**src/plc_consts.svh**
```systemverilog
`ifndef PLC_CONSTS_SVH
`define PLC_CONSTS_SVH
`define CLK_MHZ        50
`define UART_DIV16     2604
`define ZC_DIV16       2500
`define ZC_OFFSET_US   5160
`define DEAD_TIME_US   2000
`define HALF_CYCLE_US  8333
`define RESP_TO_US     100000
`define MAX_TRIES      3
`define START_BYTE     8'ha5
`define UART_BITS      4'hc
`define ZC_BITS        4'h7
`define SAMP_LO        4'h6
`define SAMP_HI        4'ha
`define START_CHK      4'h8
`define MAJORITY       3'h3
`endif

```
**src/plc_pkg.sv**
```systemverilog
package plc_pkg;
  typedef enum logic [1:0] {TX_IDLE = 2'h0, TX_WAIT = 2'h1, TX_SEND = 2'h3} tx_state_t;
  typedef enum logic {RX_IDLE = 1'h0, RX_BITS = 1'h1} rx_state_t;
  typedef enum logic [2:0] {
    CC_OK = 3'h0, CC_PARITY = 3'h1, CC_CSUM = 3'h2, CC_START = 3'h3, CC_COUNT = 3'h4
  } code_t;
endpackage

```
**src/plc_frame_codec.sv**
```systemverilog
`timescale 1ns/1ps
`include "plc_consts.svh"
// Behaviour
// start-bit unit: start, frame bit, eight data bits, parity, stop
// frame bit after start marks message start (0) or continuation (1)
// receiver ticks at sixteen times bit rate, samples mid-bit
// each bit decided by majority of five mid-bit samples
// zero-crossing transmitter silent through 2 ms around mains peaks
// zero-crossing mode sends one nibble per half-cycle, two per byte
// zero-crossing frame starts about 5.16 ms after detected crossing
// zc frame: frame bit, cycle bit, four data bits, parity, dead time
// message-start byte sends low nibble first, high nibble second
// continuation frames carry data or checksum bytes by position
// zc parity covers frame bit and that half-cycle nibble
// cycle bit tells first or second nibble of the byte
// every message carries master and slave address
// errors caught by frame parity plus whole-message checksum byte
// slave answers only if start byte was valid
// completion code zero means parity, checksum, start, count all good
// master retransmits on silence up to a limit, then aborts
// start-bit line idles high, start low, stop high
// start bit resampled half a bit later, must still be low
// stop bit gives at least one bit of high idle
// master waits a response timeout before counting a retry
// parity and checksum errors raised as status events
module plc_frame_codec
  import plc_pkg::*;
#(
  parameter int         UART_DIV16  = `UART_DIV16,
  parameter int         ZC_DIV16    = `ZC_DIV16,
  parameter int         ZC_DLY_CYC  = `ZC_OFFSET_US * `CLK_MHZ,
  parameter int         RESP_TO_CYC = `RESP_TO_US * `CLK_MHZ,
  parameter int         MAX_TRIES   = `MAX_TRIES,
  parameter logic [7:0] START_BYTE  = `START_BYTE
) (
  input  wire logic       MCLK,      // 50 MHz clock
  input  wire logic       ARST_N,    // async reset, low
  input  wire logic       ZC_MODE,   // 1 zero-crossing, 0 start-bit
  input  wire logic       IS_MASTER, // role select
  input  wire logic [7:0] MY_ADDR,   // own address
  input  wire logic [7:0] EXP_BYTES, // bytes per message incl checksum
  input  wire logic       ZC_EVENT,  // zero-crossing pulse
  input  wire logic       MODEM_RXD, // from modem data out
  output logic            MODEM_TXD, // to modem data in
  input  wire logic       TX_VALID,  // byte offered
  input  wire logic [7:0] TX_DATA,   // byte to send
  input  wire logic       TX_START,  // byte opens a message
  input  wire logic       TX_LAST,   // last byte before checksum
  output logic            TX_READY,  // byte taken when valid
  output logic            RX_VALID,  // byte received pulse
  output logic [7:0]      RX_DATA,   // received byte
  output logic            RX_START,  // byte opened a message
  output logic            PAR_ERR,   // parity error pulse
  output logic            CSUM_ERR,  // checksum error pulse
  output logic            MSG_DONE,  // message complete pulse
  output logic [2:0]      MSG_CODE,  // completion code
  output logic            ADDR_HIT,  // message was addressed to us
  output logic            RESP_REQ,  // slave should answer, pulse
  output logic            RETRY,     // master resend request pulse
  output logic            ABORT      // master gave up pulse
);
  localparam logic [15:0] UDIV = 16'(UART_DIV16 - 1);
  localparam logic [15:0] ZDIV = 16'(ZC_DIV16 - 1);
  localparam logic [23:0] ZDLY = 24'(ZC_DLY_CYC - 1);
  localparam logic [23:0] RTO  = 24'(RESP_TO_CYC - 1);
  localparam logic [2:0]  MAXT = 3'(MAX_TRIES);

  if (UART_DIV16 < 1 || UART_DIV16 > 65536 || ZC_DIV16 < 1 || ZC_DIV16 > 65536) begin : g_bad_div
    $error("sample divider out of range");
  end
  if (ZC_DLY_CYC < 1 || ZC_DLY_CYC > 16777216 || RESP_TO_CYC < 1 || RESP_TO_CYC > 16777216)
  begin : g_bad_cnt
    $error("delay count out of range");
  end
  if (MAX_TRIES < 1 || MAX_TRIES > 7) begin : g_bad_tries
    $error("retry limit out of range");
  end
  // seven-bit frame must end before the peak dead time
  if (7 * 16 * ZC_DIV16 > (`HALF_CYCLE_US - `DEAD_TIME_US) * `CLK_MHZ) begin : g_bad_zc
    $error("zero-crossing frame overruns dead time");
  end

  logic [1:0] rsy_r;
  logic       rst_n;
  always_ff @(posedge MCLK or negedge ARST_N) begin
    if (!ARST_N) rsy_r <= 2'h0;
    else rsy_r <= {rsy_r[0], 1'h1};
  end
  assign rst_n = rsy_r[1];

  logic [15:0] tk_r, tk_nxt;
  logic [23:0] zc_r, zc_nxt;
  logic        zr_r, zr_nxt, tick, zc_go;
  always_comb begin
    // >= so a mode change to a shorter divider cannot stall the tick
    tick   = tk_r >= (ZC_MODE ? ZDIV : UDIV);
    tk_nxt = tick ? 16'h0 : tk_r + 16'h1;
    zc_go  = ZC_MODE && zr_r && (zc_r == ZDLY);
    zr_nxt = ZC_EVENT | (zr_r & ~zc_go);
    zc_nxt = (ZC_EVENT || !zr_r) ? 24'h0 : zc_r + 24'h1;
  end
  always_ff @(posedge MCLK or negedge rst_n) begin
    if (!rst_n) begin
      tk_r <= 16'h0;
      zc_r <= 24'h0;
      zr_r <= 1'h0;
    end else begin
      tk_r <= tk_nxt;
      zc_r <= zc_nxt;
      zr_r <= zr_nxt;
    end
  end

  tx_state_t   tx_st_r, tx_st_nxt;
  logic [11:0] tsh_r, tsh_nxt;
  logic [3:0]  tn_r, tn_nxt, tph_r, tph_nxt, nib;
  logic [7:0]  tby_r, tby_nxt, tsum_r, tsum_nxt;
  logic        thalf_r, thalf_nxt, tfb_r, tfb_nxt, tck_r, tck_nxt;
  logic        tisck_r, tisck_nxt, txd_r, txd_nxt, tx_acc, tx_sent;
  assign TX_READY = (tx_st_r == TX_IDLE) && !tck_r;
  assign tx_acc   = TX_VALID && TX_READY;
  always_comb begin
    tx_st_nxt = tx_st_r;
    tsh_nxt   = tsh_r;
    tn_nxt    = tn_r;
    tph_nxt   = tph_r;
    tby_nxt   = tby_r;
    tsum_nxt  = tsum_r;
    thalf_nxt = thalf_r;
    tfb_nxt   = tfb_r;
    tck_nxt   = tck_r;
    tisck_nxt = tisck_r;
    tx_sent   = 1'h0;
    nib       = thalf_r ? tby_r[7:4] : tby_r[3:0];
    case (tx_st_r)
      TX_IDLE: if (tck_r || tx_acc) begin
        tby_nxt   = tck_r ? tsum_r : TX_DATA;
        tfb_nxt   = tck_r | ~TX_START;
        tisck_nxt = tck_r;
        tck_nxt   = ~tck_r & TX_LAST;
        if (!tck_r) tsum_nxt = TX_START ? TX_DATA : tsum_r + TX_DATA;
        thalf_nxt = 1'h0;
        tph_nxt   = 4'h0;
        if (ZC_MODE) begin
          tx_st_nxt = TX_WAIT;
        end else begin
          tx_st_nxt = TX_SEND;
          tn_nxt    = `UART_BITS;
          tsh_nxt   = {1'h1, ^{tfb_nxt, tby_nxt}, tby_nxt, tfb_nxt, 1'h0};
        end
      end
      TX_WAIT: if (zc_go) begin
        tx_st_nxt = TX_SEND;
        tn_nxt    = `ZC_BITS;
        tph_nxt   = 4'h0;
        tsh_nxt   = {5'h1f, ^{tfb_r, nib}, nib, thalf_r, tfb_r};
      end
      TX_SEND: if (tick) begin
        tph_nxt = tph_r + 4'h1;
        if (tph_r == 4'hf) begin
          tsh_nxt = {1'h1, tsh_r[11:1]};
          tn_nxt  = tn_r - 4'h1;
          if (tn_r == 4'h1) begin
            if (ZC_MODE && !thalf_r) begin
              thalf_nxt = 1'h1;
              tx_st_nxt = TX_WAIT;
            end else begin
              tx_st_nxt = TX_IDLE;
              tx_sent   = tisck_r;
            end
          end
        end
      end
      default: tx_st_nxt = TX_IDLE;
    endcase
    // line held high outside the bit window, covering the peak dead time
    txd_nxt = (tx_st_nxt == TX_SEND) ? tsh_nxt[0] : 1'h1;
  end
  always_ff @(posedge MCLK or negedge rst_n) begin
    if (!rst_n) begin
      tx_st_r <= TX_IDLE;
      tsh_r   <= 12'hfff;
      tn_r    <= 4'h0;
      tph_r   <= 4'h0;
      tby_r   <= 8'h0;
      tsum_r  <= 8'h0;
      thalf_r <= 1'h0;
      tfb_r   <= 1'h0;
      tck_r   <= 1'h0;
      tisck_r <= 1'h0;
      txd_r   <= 1'h1;
    end else begin
      tx_st_r <= tx_st_nxt;
      tsh_r   <= tsh_nxt;
      tn_r    <= tn_nxt;
      tph_r   <= tph_nxt;
      tby_r   <= tby_nxt;
      tsum_r  <= tsum_nxt;
      thalf_r <= thalf_nxt;
      tfb_r   <= tfb_nxt;
      tck_r   <= tck_nxt;
      tisck_r <= tisck_nxt;
      txd_r   <= txd_nxt;
    end
  end
  assign MODEM_TXD = txd_r;

  rx_state_t   rx_st_r, rx_st_nxt;
  logic [11:0] rsh_r, rsh_nxt, fsh;
  logic [3:0]  rph_r, rph_nxt, rn_r, rn_nxt, lo_r, lo_nxt, nb;
  logic [2:0]  ones_r, ones_nxt;
  logic [7:0]  rd_r, rd_nxt;
  logic        prev_r, rhalf_r, rhalf_nxt, lpe_r, lpe_nxt, bit_v;
  logic        rv_r, rv_nxt, rs_r, rs_nxt, pe_r, pe_nxt;
  always_comb begin
    rx_st_nxt = rx_st_r;
    rsh_nxt   = rsh_r;
    rph_nxt   = rph_r;
    rn_nxt    = rn_r;
    lo_nxt    = lo_r;
    ones_nxt  = ones_r;
    rhalf_nxt = rhalf_r;
    lpe_nxt   = lpe_r;
    rd_nxt    = rd_r;
    rs_nxt    = rs_r;
    rv_nxt    = 1'h0;
    pe_nxt    = 1'h0;
    nb        = ZC_MODE ? `ZC_BITS : `UART_BITS;
    bit_v     = ones_r >= `MAJORITY;
    fsh       = {bit_v, rsh_r[11:1]};
    case (rx_st_r)
      RX_IDLE: if (ZC_MODE ? zc_go : (prev_r && !MODEM_RXD)) begin
        rx_st_nxt = RX_BITS;
        rph_nxt   = 4'h0;
        ones_nxt  = 3'h0;
        rn_nxt    = 4'h0;
      end
      RX_BITS: if (tick) begin
        rph_nxt = rph_r + 4'h1;
        if (rph_r >= `SAMP_LO && rph_r <= `SAMP_HI) ones_nxt = ones_r + {2'h0, MODEM_RXD};
        if (!ZC_MODE && rn_r == 4'h0 && rph_r == `START_CHK && MODEM_RXD) begin
          rx_st_nxt = RX_IDLE;
        end else if (rph_r == 4'hf) begin
          rsh_nxt  = fsh;
          ones_nxt = 3'h0;
          rn_nxt   = rn_r + 4'h1;
          if (rn_r + 4'h1 == nb) begin
            rx_st_nxt = RX_IDLE;
            if (!ZC_MODE) begin
              rv_nxt = 1'h1;
              rd_nxt = fsh[9:2];
              rs_nxt = ~fsh[1];
              pe_nxt = (^fsh[10:1]) | ~fsh[11];
            end else if (!fsh[6]) begin
              lo_nxt    = fsh[10:7];
              lpe_nxt   = ^{fsh[5], fsh[10:7], fsh[11]};
              rhalf_nxt = 1'h1;
            end else if (rhalf_r) begin
              rhalf_nxt = 1'h0;
              rv_nxt    = 1'h1;
              rd_nxt    = {fsh[10:7], lo_r};
              rs_nxt    = ~fsh[5];
              pe_nxt    = lpe_r | (^{fsh[5], fsh[10:7], fsh[11]});
            end
          end
        end
      end
      default: rx_st_nxt = RX_IDLE;
    endcase
  end
  always_ff @(posedge MCLK or negedge rst_n) begin
    if (!rst_n) begin
      rx_st_r <= RX_IDLE;
      rsh_r   <= 12'h0;
      rph_r   <= 4'h0;
      rn_r    <= 4'h0;
      lo_r    <= 4'h0;
      ones_r  <= 3'h0;
      prev_r  <= 1'h1;
      rhalf_r <= 1'h0;
      lpe_r   <= 1'h0;
      rd_r    <= 8'h0;
      rs_r    <= 1'h0;
      rv_r    <= 1'h0;
      pe_r    <= 1'h0;
    end else begin
      rx_st_r <= rx_st_nxt;
      rsh_r   <= rsh_nxt;
      rph_r   <= rph_nxt;
      rn_r    <= rn_nxt;
      lo_r    <= lo_nxt;
      ones_r  <= ones_nxt;
      prev_r  <= MODEM_RXD;
      rhalf_r <= rhalf_nxt;
      lpe_r   <= lpe_nxt;
      rd_r    <= rd_nxt;
      rs_r    <= rs_nxt;
      rv_r    <= rv_nxt;
      pe_r    <= pe_nxt;
    end
  end
  assign RX_VALID = rv_r;
  assign RX_DATA  = rd_r;
  assign RX_START = rs_r;
  assign PAR_ERR  = pe_r;

  code_t      code_r, code_nxt;
  logic [7:0] idx_r, idx_nxt, msum_r, msum_nxt;
  logic       in_r, in_nxt, bad_r, bad_nxt, mpe_r, mpe_nxt, hit_r, hit_nxt;
  logic       done_r, done_nxt, ce_r, ce_nxt, rq_r, rq_nxt;
  always_comb begin
    code_nxt = code_r;
    idx_nxt  = idx_r;
    msum_nxt = msum_r;
    in_nxt   = in_r;
    bad_nxt  = bad_r;
    mpe_nxt  = mpe_r;
    hit_nxt  = hit_r;
    done_nxt = 1'h0;
    ce_nxt   = 1'h0;
    rq_nxt   = 1'h0;
    if (rv_r && rs_r) begin
      if (in_r) begin
        // a new start cuts the old message short
        done_nxt = 1'h1;
        code_nxt = CC_COUNT;
        rq_nxt   = ~IS_MASTER & ~bad_r & hit_r;
      end
      in_nxt   = 1'h1;
      idx_nxt  = 8'h1;
      msum_nxt = rd_r;
      bad_nxt  = rd_r != START_BYTE;
      mpe_nxt  = pe_r;
      hit_nxt  = 1'h0;
    end else if (rv_r && in_r) begin
      idx_nxt  = idx_r + 8'h1;
      msum_nxt = msum_r + rd_r;
      mpe_nxt  = mpe_r | pe_r;
      if (idx_r == (IS_MASTER ? 8'h1 : 8'h2) && rd_r == MY_ADDR) hit_nxt = 1'h1;
      if (idx_r + 8'h1 == EXP_BYTES) begin
        in_nxt   = 1'h0;
        done_nxt = 1'h1;
        ce_nxt   = msum_r != rd_r;
        code_nxt = bad_r ? CC_START : (mpe_r | pe_r) ? CC_PARITY :
                   (msum_r != rd_r) ? CC_CSUM : CC_OK;
        rq_nxt   = ~IS_MASTER & ~bad_r & hit_nxt;
      end
    end
  end
  always_ff @(posedge MCLK or negedge rst_n) begin
    if (!rst_n) begin
      code_r <= CC_OK;
      idx_r  <= 8'h0;
      msum_r <= 8'h0;
      in_r   <= 1'h0;
      bad_r  <= 1'h0;
      mpe_r  <= 1'h0;
      hit_r  <= 1'h0;
      done_r <= 1'h0;
      ce_r   <= 1'h0;
      rq_r   <= 1'h0;
    end else begin
      code_r <= code_nxt;
      idx_r  <= idx_nxt;
      msum_r <= msum_nxt;
      in_r   <= in_nxt;
      bad_r  <= bad_nxt;
      mpe_r  <= mpe_nxt;
      hit_r  <= hit_nxt;
      done_r <= done_nxt;
      ce_r   <= ce_nxt;
      rq_r   <= rq_nxt;
    end
  end
  assign MSG_DONE = done_r;
  assign MSG_CODE = code_r;
  assign CSUM_ERR = ce_r;
  assign ADDR_HIT = hit_r;
  assign RESP_REQ = rq_r;

  logic [23:0] to_r, to_nxt;
  logic [2:0]  tr_r, tr_nxt;
  logic        mw_r, mw_nxt, rt_r, rt_nxt, ab_r, ab_nxt;
  always_comb begin
    mw_nxt = mw_r;
    tr_nxt = tr_r;
    to_nxt = mw_r ? to_r + 24'h1 : 24'h0;
    rt_nxt = 1'h0;
    ab_nxt = 1'h0;
    if (tx_sent && IS_MASTER) begin
      mw_nxt = 1'h1;
      to_nxt = 24'h0;
      tr_nxt = tr_r + 3'h1;
    end else if (mw_r && done_r) begin
      mw_nxt = 1'h0;
      tr_nxt = 3'h0;
    end else if (mw_r && to_r == RTO) begin
      mw_nxt = 1'h0;
      if (tr_r >= MAXT) begin
        ab_nxt = 1'h1;
        tr_nxt = 3'h0;
      end else begin
        rt_nxt = 1'h1;
      end
    end
  end
  always_ff @(posedge MCLK or negedge rst_n) begin
    if (!rst_n) begin
      to_r <= 24'h0;
      tr_r <= 3'h0;
      mw_r <= 1'h0;
      rt_r <= 1'h0;
      ab_r <= 1'h0;
    end else begin
      to_r <= to_nxt;
      tr_r <= tr_nxt;
      mw_r <= mw_nxt;
      rt_r <= rt_nxt;
      ab_r <= ab_nxt;
    end
  end
  assign RETRY = rt_r;
  assign ABORT = ab_r;
endmodule

```
**config.mk**
```make
export PLATFORM = sky130hd
export DESIGN_NAME = plc_frame_codec
export DESIGN_NICKNAME = d
export VERILOG_FILES = /design/src/plc_pkg.sv /design/src/plc_frame_codec.sv
export VERILOG_INCLUDE_DIRS = /design/src
export SDC_FILE = /design/constraint.sdc
export NUM_CORES = 1
export LEC_CHECK = 0
export BUFFER_PORTS_ARGS = -buffer_cell sky130_fd_sc_hd__buf_2
export CORE_ASPECT_RATIO = 1.5
export CORE_MARGIN = 4
export CORE_UTILIZATION = 40
export DETAILED_ROUTE_END_ITERATION = 6
export PLACE_DENSITY = 0.6
export SYNTH_ARGS = -nofsm -noshare
export SYNTH_HDL_FRONTEND = slang
export SYNTH_SLANG_ARGS = --single-unit
```
**constraint.sdc**
```tcl
create_clock -name MCLK -period 12.6 [get_ports MCLK]
set_input_delay 2.52 -clock MCLK [delete_from_list [all_inputs] [get_ports MCLK]]
set_output_delay 2.52 -clock MCLK [all_outputs]
set_load 0.01 [all_outputs]
```
==> results.sh, run 1 <==
export IMPL_layout_cells_non_filler=1427
export IMPL_final_util=0.450
export IMPL_p_total_mw=1.47
export IMPL_mostFrequentLayoutCells="sky130_fd_sc_hd__dfrtp_1, sky130_fd_sc_hd__nor2_1, sky130_fd_sc_hd__nand2_1, sky130_fd_sc_hd__xnor2_1, sky130_fd_sc_hd__o21ai_0"
export IMPL_tritoncts="done"
export IMPL_port_buffers=54
export IMPL_slew_violations=0
export IMPL_root_buffer="sky130_fd_sc_hd__clkbuf_16"
export IMPL_drt_wirelength_per_cell_um=15.8
export IMPL_synth_top_cells_by_area="sky130_fd_sc_hd__dfrtp_1, sky130_fd_sc_hd__xnor2_1, sky130_fd_sc_hd__ha_1"
export IMPL_finish_net_count=1156
export IMPL_final_min_period_over_clock_period=0.448
export IMPL_setup_violations=0
export IMPL_synth_flop_cell="sky130_fd_sc_hd__dfrtp_1"
export IMPL_postSynthCellCount=1050
export IMPL_max_cap_viol_count=0
export IMPL_worst_pin_slew_ns=1.07
export IMPL_syn_to_final_growth_pct=11.2
export IMPL_row_count=71
export IMPL_synth_register_bits=182
export IMPL_netlist_area_leader_share=0.416
export IMPL_arrival_time_at_the_worst_endpoint_ns=5.93
export IMPL_class_of_the_worst_hold_path="register to asynchronous set/reset pin"
export IMPL_die_width_um=138
export IMPL_period_minus_slack_ns=5.65
export IMPL_detailedRoute_firstPassIterationCount=4
export IMPL_clkSinkCount=182
export IMPL_placeableCoreArea_um2=25000
export IMPL_synth_top_cell_by_area="sky130_fd_sc_hd__dfrtp_1"
export IMPL_critPathLaunchType="input port"
export IMPL_detailed_place_hpwl_um=16000
export IMPL_cpLargestDelayFamily="simple AND/OR/NAND/NOR gates"
export IMPL_clock_insertion_delay_worst_skew_ns=0.44
export IMPL_hold_slack_ns=0.303
export IMPL_clockPowerShare=0.359
export IMPL_synth_enable_flop_cells=0
export IMPL_place_congestion=0.808
export IMPL_vdd_drop_max_mv=0.102
export IMPL_detailroute_via_count=7745
export IMPL_detail_route_drc_violations=0
export IMPL_cts_buffers=17
export IMPL_power_per_cell_area_nw_per_um2=131
export IMPL_cts_htree_levels=4
export IMPL_leakage_nw=4.90
export IMPL_drive_gt1_frac=0.128
export IMPL_first_global_vias=7584
export IMPL_switchingPower_mw=0.423
export IMPL_ctsHoldBuffers=0
export IMPL_die_height_um=203
export IMPL_grt_met1_usage=0.203
export IMPL_timing_slew_headroom=0.280
export IMPL_critPathKind="input port to register"
export IMPL_setup_tns_ns=0
export IMPL_post_synth_cell_area_avg_um2=9.62
export IMPL_io_pins=55
export IMPL_crit_path_max_incr_delay_ns=0.71
export IMPL_grt_start_max_net_pins=79
export IMPL_clock_skew_ns=0.0109
export IMPL_grt_antenna_before_repair=1
export IMPL_wirelength_um=22500
export IMPL_async_reset_ff_frac=1.00
export IMPL_p_int_mw=1.04
export IMPL_worstPathBufferInverterCount=3
export IMPL_power_combinational_fraction=0.156
export IMPL_drtIter0Drc=388
export IMPL_globalRoute_totalOverflow=0
export IMPL_grt_busiest_layer="met2"
export IMPL_grt_setup_unrepaired="no"
export IMPL_cp_data_required_time_ns=12.88
export IMPL_netlist_cell_type_count=73
export IMPL_drtAntennaViolNets=0
export IMPL_max_clock_path_buffers=2
export IMPL_setup_fix_bufs_post_cts=0
export IMPL_path_cells="buf_2, inv_1, ha_1, o211ai_1, a21oi_1, a2bb2oi_2, buf_4, nand3_1, nand2_1, nor2_1"
export IMPL_power_switching_fraction=0.288
export IMPL_final_fill_count=2427
export IMPL_ys_warnings_count=0
export IMPL_seqPwrFrac=0.484
export IMPL_cts_resized=0
export IMPL_routed_via_density=5.43
export IMPL_use_met2=0.295
export IMPL_track_usage=0.166
export IMPL_area_of_the_die_um2=27900
export IMPL_grt_pass1_wl_um=37900
export IMPL_final_hold_viol_count=0
export IMPL_gr_usage_met3=0.0270
export IMPL_crit_fanout=23
export IMPL_critical_path_slowest_cell="sky130_fd_sc_hd__nand2_1"
export IMPL_cts_reportedPaths_clkPinSlew_ns=0.07
export IMPL_layout_cells_most_common="sky130_fd_sc_hd__dfrtp_1"
export IMPL_synth_seq_area_share=0.452
export IMPL_start_util=0.405
export IMPL_max_freq_mhz=177
export IMPL_syn_cell_area_um2=10100
export IMPL_status="finished clean"
export IMPL_setup_worst_path_end_class="register"
export IMPL_dp_cells=1394
-- power by group through the flow --
stage / clock, mW / combinational, mW / sequential (mW)
after floorplan: 0 / 0.180 / 0.708
after global placement: 0 / 0.227 / 0.720
after detailed placement: 0 / 0.233 / 0.720
after CTS: 0.541 / 0.233 / 0.710
after global routing: 0.565 / 0.264 / 0.719
final: 0.527 / 0.229 / 0.710
-- metal layers --
metal	part of all wire	up-vias
met3	0.029	32
met5	0	-
li1	-	3805
met4	0.020	0
met1	0.44	3792
met2	0.51	116
-- registers in the layout (all words and copies together), names as in the netlist, 2 cells and up --
name and cells:
ones_r 3, to_r 24, RX_DATA 8, tn_r 4
rsy_r 2, msum_r 8, tph_r 4, tk_r 16
rn_r 4, tsum_r 8, tby_r 8, MSG_CODE 3
rph_r 4, lo_r 4, idx_r 8, zc_r 24
tx_st_r 2, tsh_r 12, tr_r 3, rsh_r 10
-- synthesized netlist by cell type (4+ instances only) --
cell	instances
sky130_fd_sc_hd__dfrtp_1	168
sky130_fd_sc_hd__nor2_1	108
sky130_fd_sc_hd__nand2_1	78
sky130_fd_sc_hd__o21ai_0	59
sky130_fd_sc_hd__xnor2_1	59
sky130_fd_sc_hd__a21oi_1	49
sky130_fd_sc_hd__nand3_1	45
sky130_fd_sc_hd__xor2_1	45
sky130_fd_sc_hd__inv_1	41
sky130_fd_sc_hd__ha_1	36
sky130_fd_sc_hd__clkbuf_1	32
sky130_fd_sc_hd__mux2i_1	30
sky130_fd_sc_hd__and3_1	24
sky130_fd_sc_hd__nand4_1	23
sky130_fd_sc_hd__a31oi_1	21
sky130_fd_sc_hd__o22ai_1	18
sky130_fd_sc_hd__mux2_2	15
sky130_fd_sc_hd__nor3_1	15
sky130_fd_sc_hd__dfstp_2	14
sky130_fd_sc_hd__nor4_1	11
sky130_fd_sc_hd__or3_1	11
sky130_fd_sc_hd__buf_2	9
sky130_fd_sc_hd__nor2b_1	9
sky130_fd_sc_hd__o21a_1	8
sky130_fd_sc_hd__a211o_1	6
sky130_fd_sc_hd__nand4b_1	6
sky130_fd_sc_hd__nor3b_1	6
sky130_fd_sc_hd__a21o_1	5
sky130_fd_sc_hd__buf_1	5
sky130_fd_sc_hd__nand2b_1	5
sky130_fd_sc_hd__o21bai_1	5
sky130_fd_sc_hd__a211oi_1	4
sky130_fd_sc_hd__a22o_1	4
sky130_fd_sc_hd__and2_1	4
sky130_fd_sc_hd__nor4bb_1	4
sky130_fd_sc_hd__o211ai_1	4
sky130_fd_sc_hd__o22ai_2	4
sky130_fd_sc_hd__or2_2	4
-- per-stage QoR --
| stage | cell area, µm² | worst slack (ns) |
|---|---|---|
| after floorplan | 10100 | 7.18 |
| after global placement | 10700 | 6.63 |
| after detailed placement | 10700 | 6.49 |
| after CTS | 11200 | 6.91 |
| after global routing | 11200 | 6.59 |
| final | 11200 | 6.95 |
-- final cells by class --
type                       instances  area [µm²]  share of cell area
clock buffer                      19         453              0.0403
clock inverter                    13         121              0.0108
tap                              328         410              0.0365
sequential                       182        4580               0.407
antenna                            1        2.50            0.000223
inverter                          41         154              0.0137
multi-input combinational        783        5210               0.463
timing repair buffer              60         315              0.0280
-- worst reg2reg max path: cells and delay by family, from the launching register on --
family | cells | cell delay [ns]
AND/OR/NAND/NOR | 3 | 1.18
AO/OA/AOI/OAI | 3 | 0.78
flip-flops | 1 | 0.45
buffers and inverters | 1 | 0.35
adder cells (fa/ha/maj) | 1 | 0.33
-- cell families (layout without fill, tap and decap cells) --
logic type                 Yosys count  after routing  synth area share
adders and majority gates           38             38            0.0485
other                                2              6          0.000743
muxes                               45             45            0.0464
buffers and inverters               88            133            0.0345
and+or+nand+nor                    369            369             0.184
xor gates and xnor gates           105            105            0.0924
DFF                                182            182             0.452
AOI/OAI and AO/OA                  221            221             0.141
-- worst paths after layout --
| kind | cells past startpoint | slack, ns | from | end |
|---|---|---|---|---|
| max | 10 | 6.95 | ZC_MODE | to_r[20]$_DFF_PN0_ |
| min | 0 | 0.30 | rsy_r[1]$_DFF_PN0_ | zc_r[3]$_DFF_PN0_ |
| max reg2reg | 8 | 9.37 | tk_r[1]$_DFF_PN0_ | to_r[20]$_DFF_PN0_ |
| min reg2reg | 0 | 0.30 | rsy_r[1]$_DFF_PN0_ | zc_r[3]$_DFF_PN0_ |
| max in group asynchronous | 1 | 10.64 | ARST_N | rsy_r[1]$_DFF_PN0_ |
| min in group MCLK | 0 | 0.36 | rsy_r[0]$_DFF_PN0_ | rsy_r[1]$_DFF_PN0_ |
No activity file was read; power rests on OpenSTA's default activity.
==> run 2: changes to the inputs <==
PLACE_DENSITY = 0.62   (was 0.6)
clock period = 4.81 ns   (was 12.6 ns; I/O delays follow)
==> results.sh, run 2 (synthesized netlist as in run 1, its figures left out) <==
export IMPL_timing_slew_headroom=0.389
export IMPL_clkSinkCount=182
export IMPL_critPathLaunchType="input port"
export IMPL_routed_via_density=5.43
export IMPL_area_of_the_die_um2=27900
export IMPL_cp_data_required_time_ns=5.16
export IMPL_max_clock_path_buffers=2
export IMPL_setup_tns_ns=0
export IMPL_clock_insertion_delay_worst_skew_ns=0.44
export IMPL_finish_net_count=1159
export IMPL_drt_wirelength_per_cell_um=15.7
export IMPL_critPathKind="input port to register"
export IMPL_period_minus_slack_ns=3.33
export IMPL_setup_violations=0
export IMPL_crit_path_max_incr_delay_ns=0.55
export IMPL_setup_fix_bufs_post_cts=0
export IMPL_detailroute_via_count=7764
export IMPL_drtIter0Drc=388
export IMPL_layout_cells_most_common="sky130_fd_sc_hd__dfrtp_1"
export IMPL_cts_reportedPaths_clkPinSlew_ns=0.07
export IMPL_largestRegisters="to_r: 24 flops, zc_r: 24 flops, tk_r: 16 flops"
export IMPL_grt_pass1_wl_um=38500
export IMPL_r2r_cells=8
export IMPL_placeableCoreArea_um2=25000
export IMPL_max_freq_mhz=301
export IMPL_critical_path_slowest_cell="sky130_fd_sc_hd__nand2_1"
export IMPL_tritoncts="done"
export IMPL_path_cells="buf_2, buf_4, ha_1, a211oi_1, nand3_1, a2bb2oi_2, buf_4, nand3_1, nand2_1, nor2_1"
export IMPL_worstReg2RegStart="tk_r[0]$_DFF_PN0_"
export IMPL_final_hold_viol_count=0
export IMPL_worst_pin_slew_ns=0.916
export IMPL_vdd_drop_max_mv=0.263
export IMPL_pre_cts_slack_ns=0.996
export IMPL_drtAntennaViolNets=0
export IMPL_wirelength_um=22400
export IMPL_start_util=0.405
export IMPL_setup_worst_path_end_class="register"
export IMPL_syn_to_final_growth_pct=12.0
export IMPL_drive_gt1_frac=0.127
export IMPL_final_min_period_over_clock_period=0.692
export IMPL_detail_route_drc_violations=0
export IMPL_arrival_time_at_the_worst_endpoint_ns=3.68
export IMPL_slew_violations=0
export IMPL_max_cap_viol_count=0
export IMPL_place_congestion=0.911
export IMPL_status="finished clean"
export IMPL_antenna_cells=0
export IMPL_cts_resized=0
export IMPL_detailedRoute_firstPassIterationCount=6
export IMPL_final_fill_count=2375
export IMPL_grt_start_max_net_pins=110
export IMPL_die_width_um=138
export IMPL_io_pins=55
export IMPL_class_of_the_worst_hold_path="register to asynchronous set/reset pin"
export IMPL_grt_antenna_before_repair=1
export IMPL_setup_ws_ns=1.48
export IMPL_cts_buffers=17
export IMPL_first_global_vias=7819
export IMPL_row_count=71
export IMPL_detailed_place_hpwl_um=16000
export IMPL_leakage_nw=4.95
export IMPL_cts_htree_levels=4
export IMPL_worstPathBufferInverterCount=3
export IMPL_root_buffer="sky130_fd_sc_hd__clkbuf_16"
export IMPL_track_usage=0.169
export IMPL_grt_setup_unrepaired="no"
export IMPL_cpLargestDelayFamily="simple AND/OR/NAND/NOR gates"
export IMPL_power_per_cell_area_nw_per_um2=348
export IMPL_port_buffers=54
export IMPL_p_total_mw=3.94
export IMPL_globalRoute_totalOverflow=0
export IMPL_ctsHoldBuffers=0
export IMPL_crit_fanout=23
export IMPL_crit_reg2reg_capture="to_r[11]$_DFF_PN0_"
export IMPL_mostFrequentLayoutCells="sky130_fd_sc_hd__dfrtp_1, sky130_fd_sc_hd__nor2_1, sky130_fd_sc_hd__nand2_1, sky130_fd_sc_hd__xnor2_1, sky130_fd_sc_hd__o21ai_0"
export IMPL_rrSetupSlack_ns=1.89
export IMPL_clock_skew_ns=0.0111
export IMPL_final_util=0.453
export IMPL_die_height_um=203
export IMPL_path_depth=10
==> run 2: changes by cell type in the layout (fill, tap and decap cells not counted), moves of 2 or more <==
cell and change:
sky130_fd_sc_hd__buf_4 +2, sky130_fd_sc_hd__bufinv_16 +3, sky130_fd_sc_hd__clkbuf_1 +4, sky130_fd_sc_hd__clkinvlp_4 -3, sky130_fd_sc_hd__inv_6 -4
==> run 2: power by group <==
part | switching (mW) | internal [mW]
Combinational | 0.314 | 0.293
Clock | 0.579 | 0.895
Sequential | 0.162 | 1.70
Total | 1.05 | 2.89
==> run 2: how the worst max path moves through the flow <==
stage | startpoint | endpoint | slack [ns]
after global routing | ZC_MODE | to_r[9]$_DFF_PN0_ | 1.21
after floorplan | ZC_MODE | tn_r[1]$_DFFE_PN0P_ | 1.71
after global placement | ZC_MODE | to_r[9]$_DFF_PN0_ | 1.13
final | ZC_MODE | to_r[11]$_DFF_PN0_ | 1.48
after CTS | ZC_MODE | to_r[9]$_DFF_PN0_ | 1.46
after detailed placement | ZC_MODE | to_r[10]$_DFF_PN0_ | 1.0
==> run 2: area by class of cell <==
class | instances | area (µm²) | area share
multi-input cells | 783 | 5210 | 0.460
flip-flops and latches | 182 | 4580 | 0.404
clock buffers | 23 | 468 | 0.0413
well taps | 328 | 410 | 0.0363
repair buffers | 63 | 350 | 0.0310
inverters | 41 | 154 | 0.0136
clock inverters | 9 | 150 | 0.0133
==> run 2: stage by stage <==
step	area [µm²]	instances	hold slack [ns]
floorplan	10100	1053	0.331
global placement	10700	1397	0.279
detailed placement	10700	1397	0.279
CTS	11300	1429	0.279
global route	11300	1429	0.280
finish	11300	1429	0.263
==> run 2: layer usage <==
layer / track usage / up-vias / routed length [µm] / share of wire
li1: - / 3807 / - / -
met1: 0.211 / 3772 / 9570 / 0.43
met2: 0.292 / 142 / 11600 / 0.52
met3: 0.0300 / 41 / 752 / 0.034
met4: 0.0600 / 2 / 486 / 0.022
met5: 0 / - / 8 / 0.00036
==> run 3: changes to the inputs <==
clock period = 3.03 ns   (was 4.81 ns; I/O delays follow)
==> results.sh, run 3 (synthesized netlist as in run 1, its figures left out) <==
export IMPL_slew_violations=0
export IMPL_crit_path_max_incr_delay_ns=0.52
export IMPL_critPathLaunchType="register"
export IMPL_final_fill_count=2405
export IMPL_setup_fix_bufs_post_cts=0
export IMPL_mostFrequentLayoutCells="sky130_fd_sc_hd__dfrtp_1, sky130_fd_sc_hd__nor2_1, sky130_fd_sc_hd__nand2_1, sky130_fd_sc_hd__xnor2_1, sky130_fd_sc_hd__o21ai_0"
export IMPL_first_global_vias=7785
export IMPL_cts_buffers=17
export IMPL_cts_reportedPaths_clkPinSlew_ns=0.07
export IMPL_status="finished clean"
export IMPL_leakage_nw=5.02
export IMPL_final_hold_viol_count=0
export IMPL_syn_to_final_growth_pct=13.0
export IMPL_cp_data_required_time_ns=3.37
export IMPL_class_of_the_worst_hold_path="input port to register"
export IMPL_antenna_cells=0
export IMPL_dpl_cell_area_um2=10800
export IMPL_worstPathBufferInverterCount=0
export IMPL_post_route_cell_area_um2=11400
export IMPL_period_minus_slack_ns=2.58
export IMPL_power_per_cell_area_nw_per_um2=534
export IMPL_worst_pin_slew_ns=0.893
export IMPL_crit_fanout=9
export IMPL_root_buffer="sky130_fd_sc_hd__clkbuf_16"
export IMPL_detailedRoute_firstPassIterationCount=5
export IMPL_cts_htree_levels=4
export IMPL_critPathKind="register to register"
export IMPL_clock_skew_ns=0.0104
export IMPL_drtAntennaViolNets=0
export IMPL_grt_setup_unrepaired="no"
export IMPL_max_clock_path_buffers=2
export IMPL_grt_antenna_before_repair=0
export IMPL_detailed_place_hpwl_um=16500
export IMPL_vdd_drop_max_mv=0.422
export IMPL_critical_path_slowest_cell="sky130_fd_sc_hd__or3_1"
export IMPL_die_height_um=203
export IMPL_grt_start_max_net_pins=51
export IMPL_setup_worst_path_end_class="register"
export IMPL_cts_resized=0
export IMPL_cpLargestDelayFamily="simple AND/OR/NAND/NOR gates"
export IMPL_port_buffers=54
export IMPL_placeableCoreArea_um2=25000
export IMPL_row_count=71
export IMPL_drive_gt1_frac=0.144
export IMPL_wirelength_um=22600
export IMPL_place_congestion=0.846
export IMPL_area_of_the_die_um2=27900
export IMPL_track_usage=0.167
export IMPL_drt_wirelength_per_cell_um=15.6
export IMPL_detail_route_drc_violations=0
export IMPL_drtIter0Drc=416
export IMPL_timing_slew_headroom=0.405
export IMPL_finish_net_count=1177
export IMPL_setup_tns_ns=0
export IMPL_path_cells="ha_1, xnor2_1, nand2_1, a2111oi_0, nand4_1, or3_1, a22o_1"
export IMPL_max_cap_viol_count=0
export IMPL_io_pins=55
export IMPL_start_util=0.405
export IMPL_globalRoute_totalOverflow=0
export IMPL_detailroute_via_count=7840
export IMPL_routed_via_density=5.42
export IMPL_clock_insertion_delay_worst_skew_ns=0.44
export IMPL_clkSinkCount=182
export IMPL_tritoncts="done"
export IMPL_p_total_mw=6.10
export IMPL_arrival_time_at_the_worst_endpoint_ns=2.92
export IMPL_layout_cells_most_common="sky130_fd_sc_hd__dfrtp_1"
export IMPL_largestRegisters="to_r: 24 flops, zc_r: 24 flops, tk_r: 16 flops"
export IMPL_die_width_um=138
export IMPL_setup_violations=0
export IMPL_grt_pass1_wl_um=38000
export IMPL_final_min_period_over_clock_period=0.853
export IMPL_max_freq_mhz=387
run 3: cell types whose count changed in the layout (fill, tap and decap cells not counted):
cell,delta
sky130_fd_sc_hd__inv_8,+1
sky130_fd_sc_hd__inv_6,+5
sky130_fd_sc_hd__buf_12,+1
sky130_fd_sc_hd__clkbuf_1,-4
sky130_fd_sc_hd__clkinv_4,+4
sky130_fd_sc_hd__dlygate4sd3_1,+1
sky130_fd_sc_hd__clkinv_2,-1
sky130_fd_sc_hd__clkbuf_8,-2
sky130_fd_sc_hd__buf_4,+16
sky130_fd_sc_hd__bufinv_16,-3
run 3: final timing paths:
check	cells after the start	start	endpoint	slack [ns]
setup reg to reg	7	idx_r[0]$_DFFE_PN0P_	MSG_CODE[2]$_DFFE_PN0P_	0.45
min in group asynchronous	0	rsy_r[1]$_DFF_PN0_	zc_r[2]$_DFF_PN0_	0.37
hold reg to reg	0	rsy_r[0]$_DFF_PN0_	rsy_r[1]$_DFF_PN0_	0.35
max in group asynchronous	1	rsy_r[1]$_DFF_PN0_	mpe_r$_DFFE_PN0P_	1.86
setup / recovery	7	idx_r[0]$_DFFE_PN0P_	MSG_CODE[2]$_DFFE_PN0P_	0.45
hold / removal	1	MODEM_RXD	prev_r$_DFF_PN1_	0.33
run 3: cell type report:
type	instances	area, µm²	share of cell area
clock buffer	17	425	0.0373
clock inverter	15	145	0.0127
inverter	41	154	0.0135
multi-input combinational	783	5210	0.456
sequential	182	4580	0.401
tap	328	410	0.0359
timing repair buffer	81	500	0.0438
run 3: stage by stage:
| step | hold slack (ns) | setup slack, ns | util | instances |
|---|---|---|---|---|
| after global placement | 0.337 | 0.195 | 0.434 | 1414 |
| final | 0.335 | 0.446 | 0.457 | 1447 |
| after global routing | 0.326 | 0.245 | 0.457 | 1447 |
| after floorplan | 0.310 | 0.0389 | - | 1053 |
| after CTS | 0.322 | 0.448 | 0.457 | 1447 |
| after detailed placement | 0.337 | 0.150 | 0.434 | 1414 |
run 3: report_power, final:
group / switching, mW / total (mW) / internal (mW)
combinational: 0.494 / 0.970 / 0.476
sequential: 0.259 / 2.95 / 2.70
clock: 1.02 / 2.17 / 1.15
total: 1.78 / 6.10 / 4.32
run 3: per-layer routing:
metal / vias to the layer above / wire, µm / global-route usage
li1: 3845 / - / -
met5: - / 0 / 0
met2: 154 / 11900 / 0.299
met3: 33 / 977 / 0.0302
met4: 0 / 433 / 0.0554
met1: 3808 / 9300 / 0.198
run 3: what timing repair did:
item,CTS,global route
hold endpoints to repair,2,0
hold buffers,1,0
setup endpoints to repair,0,0
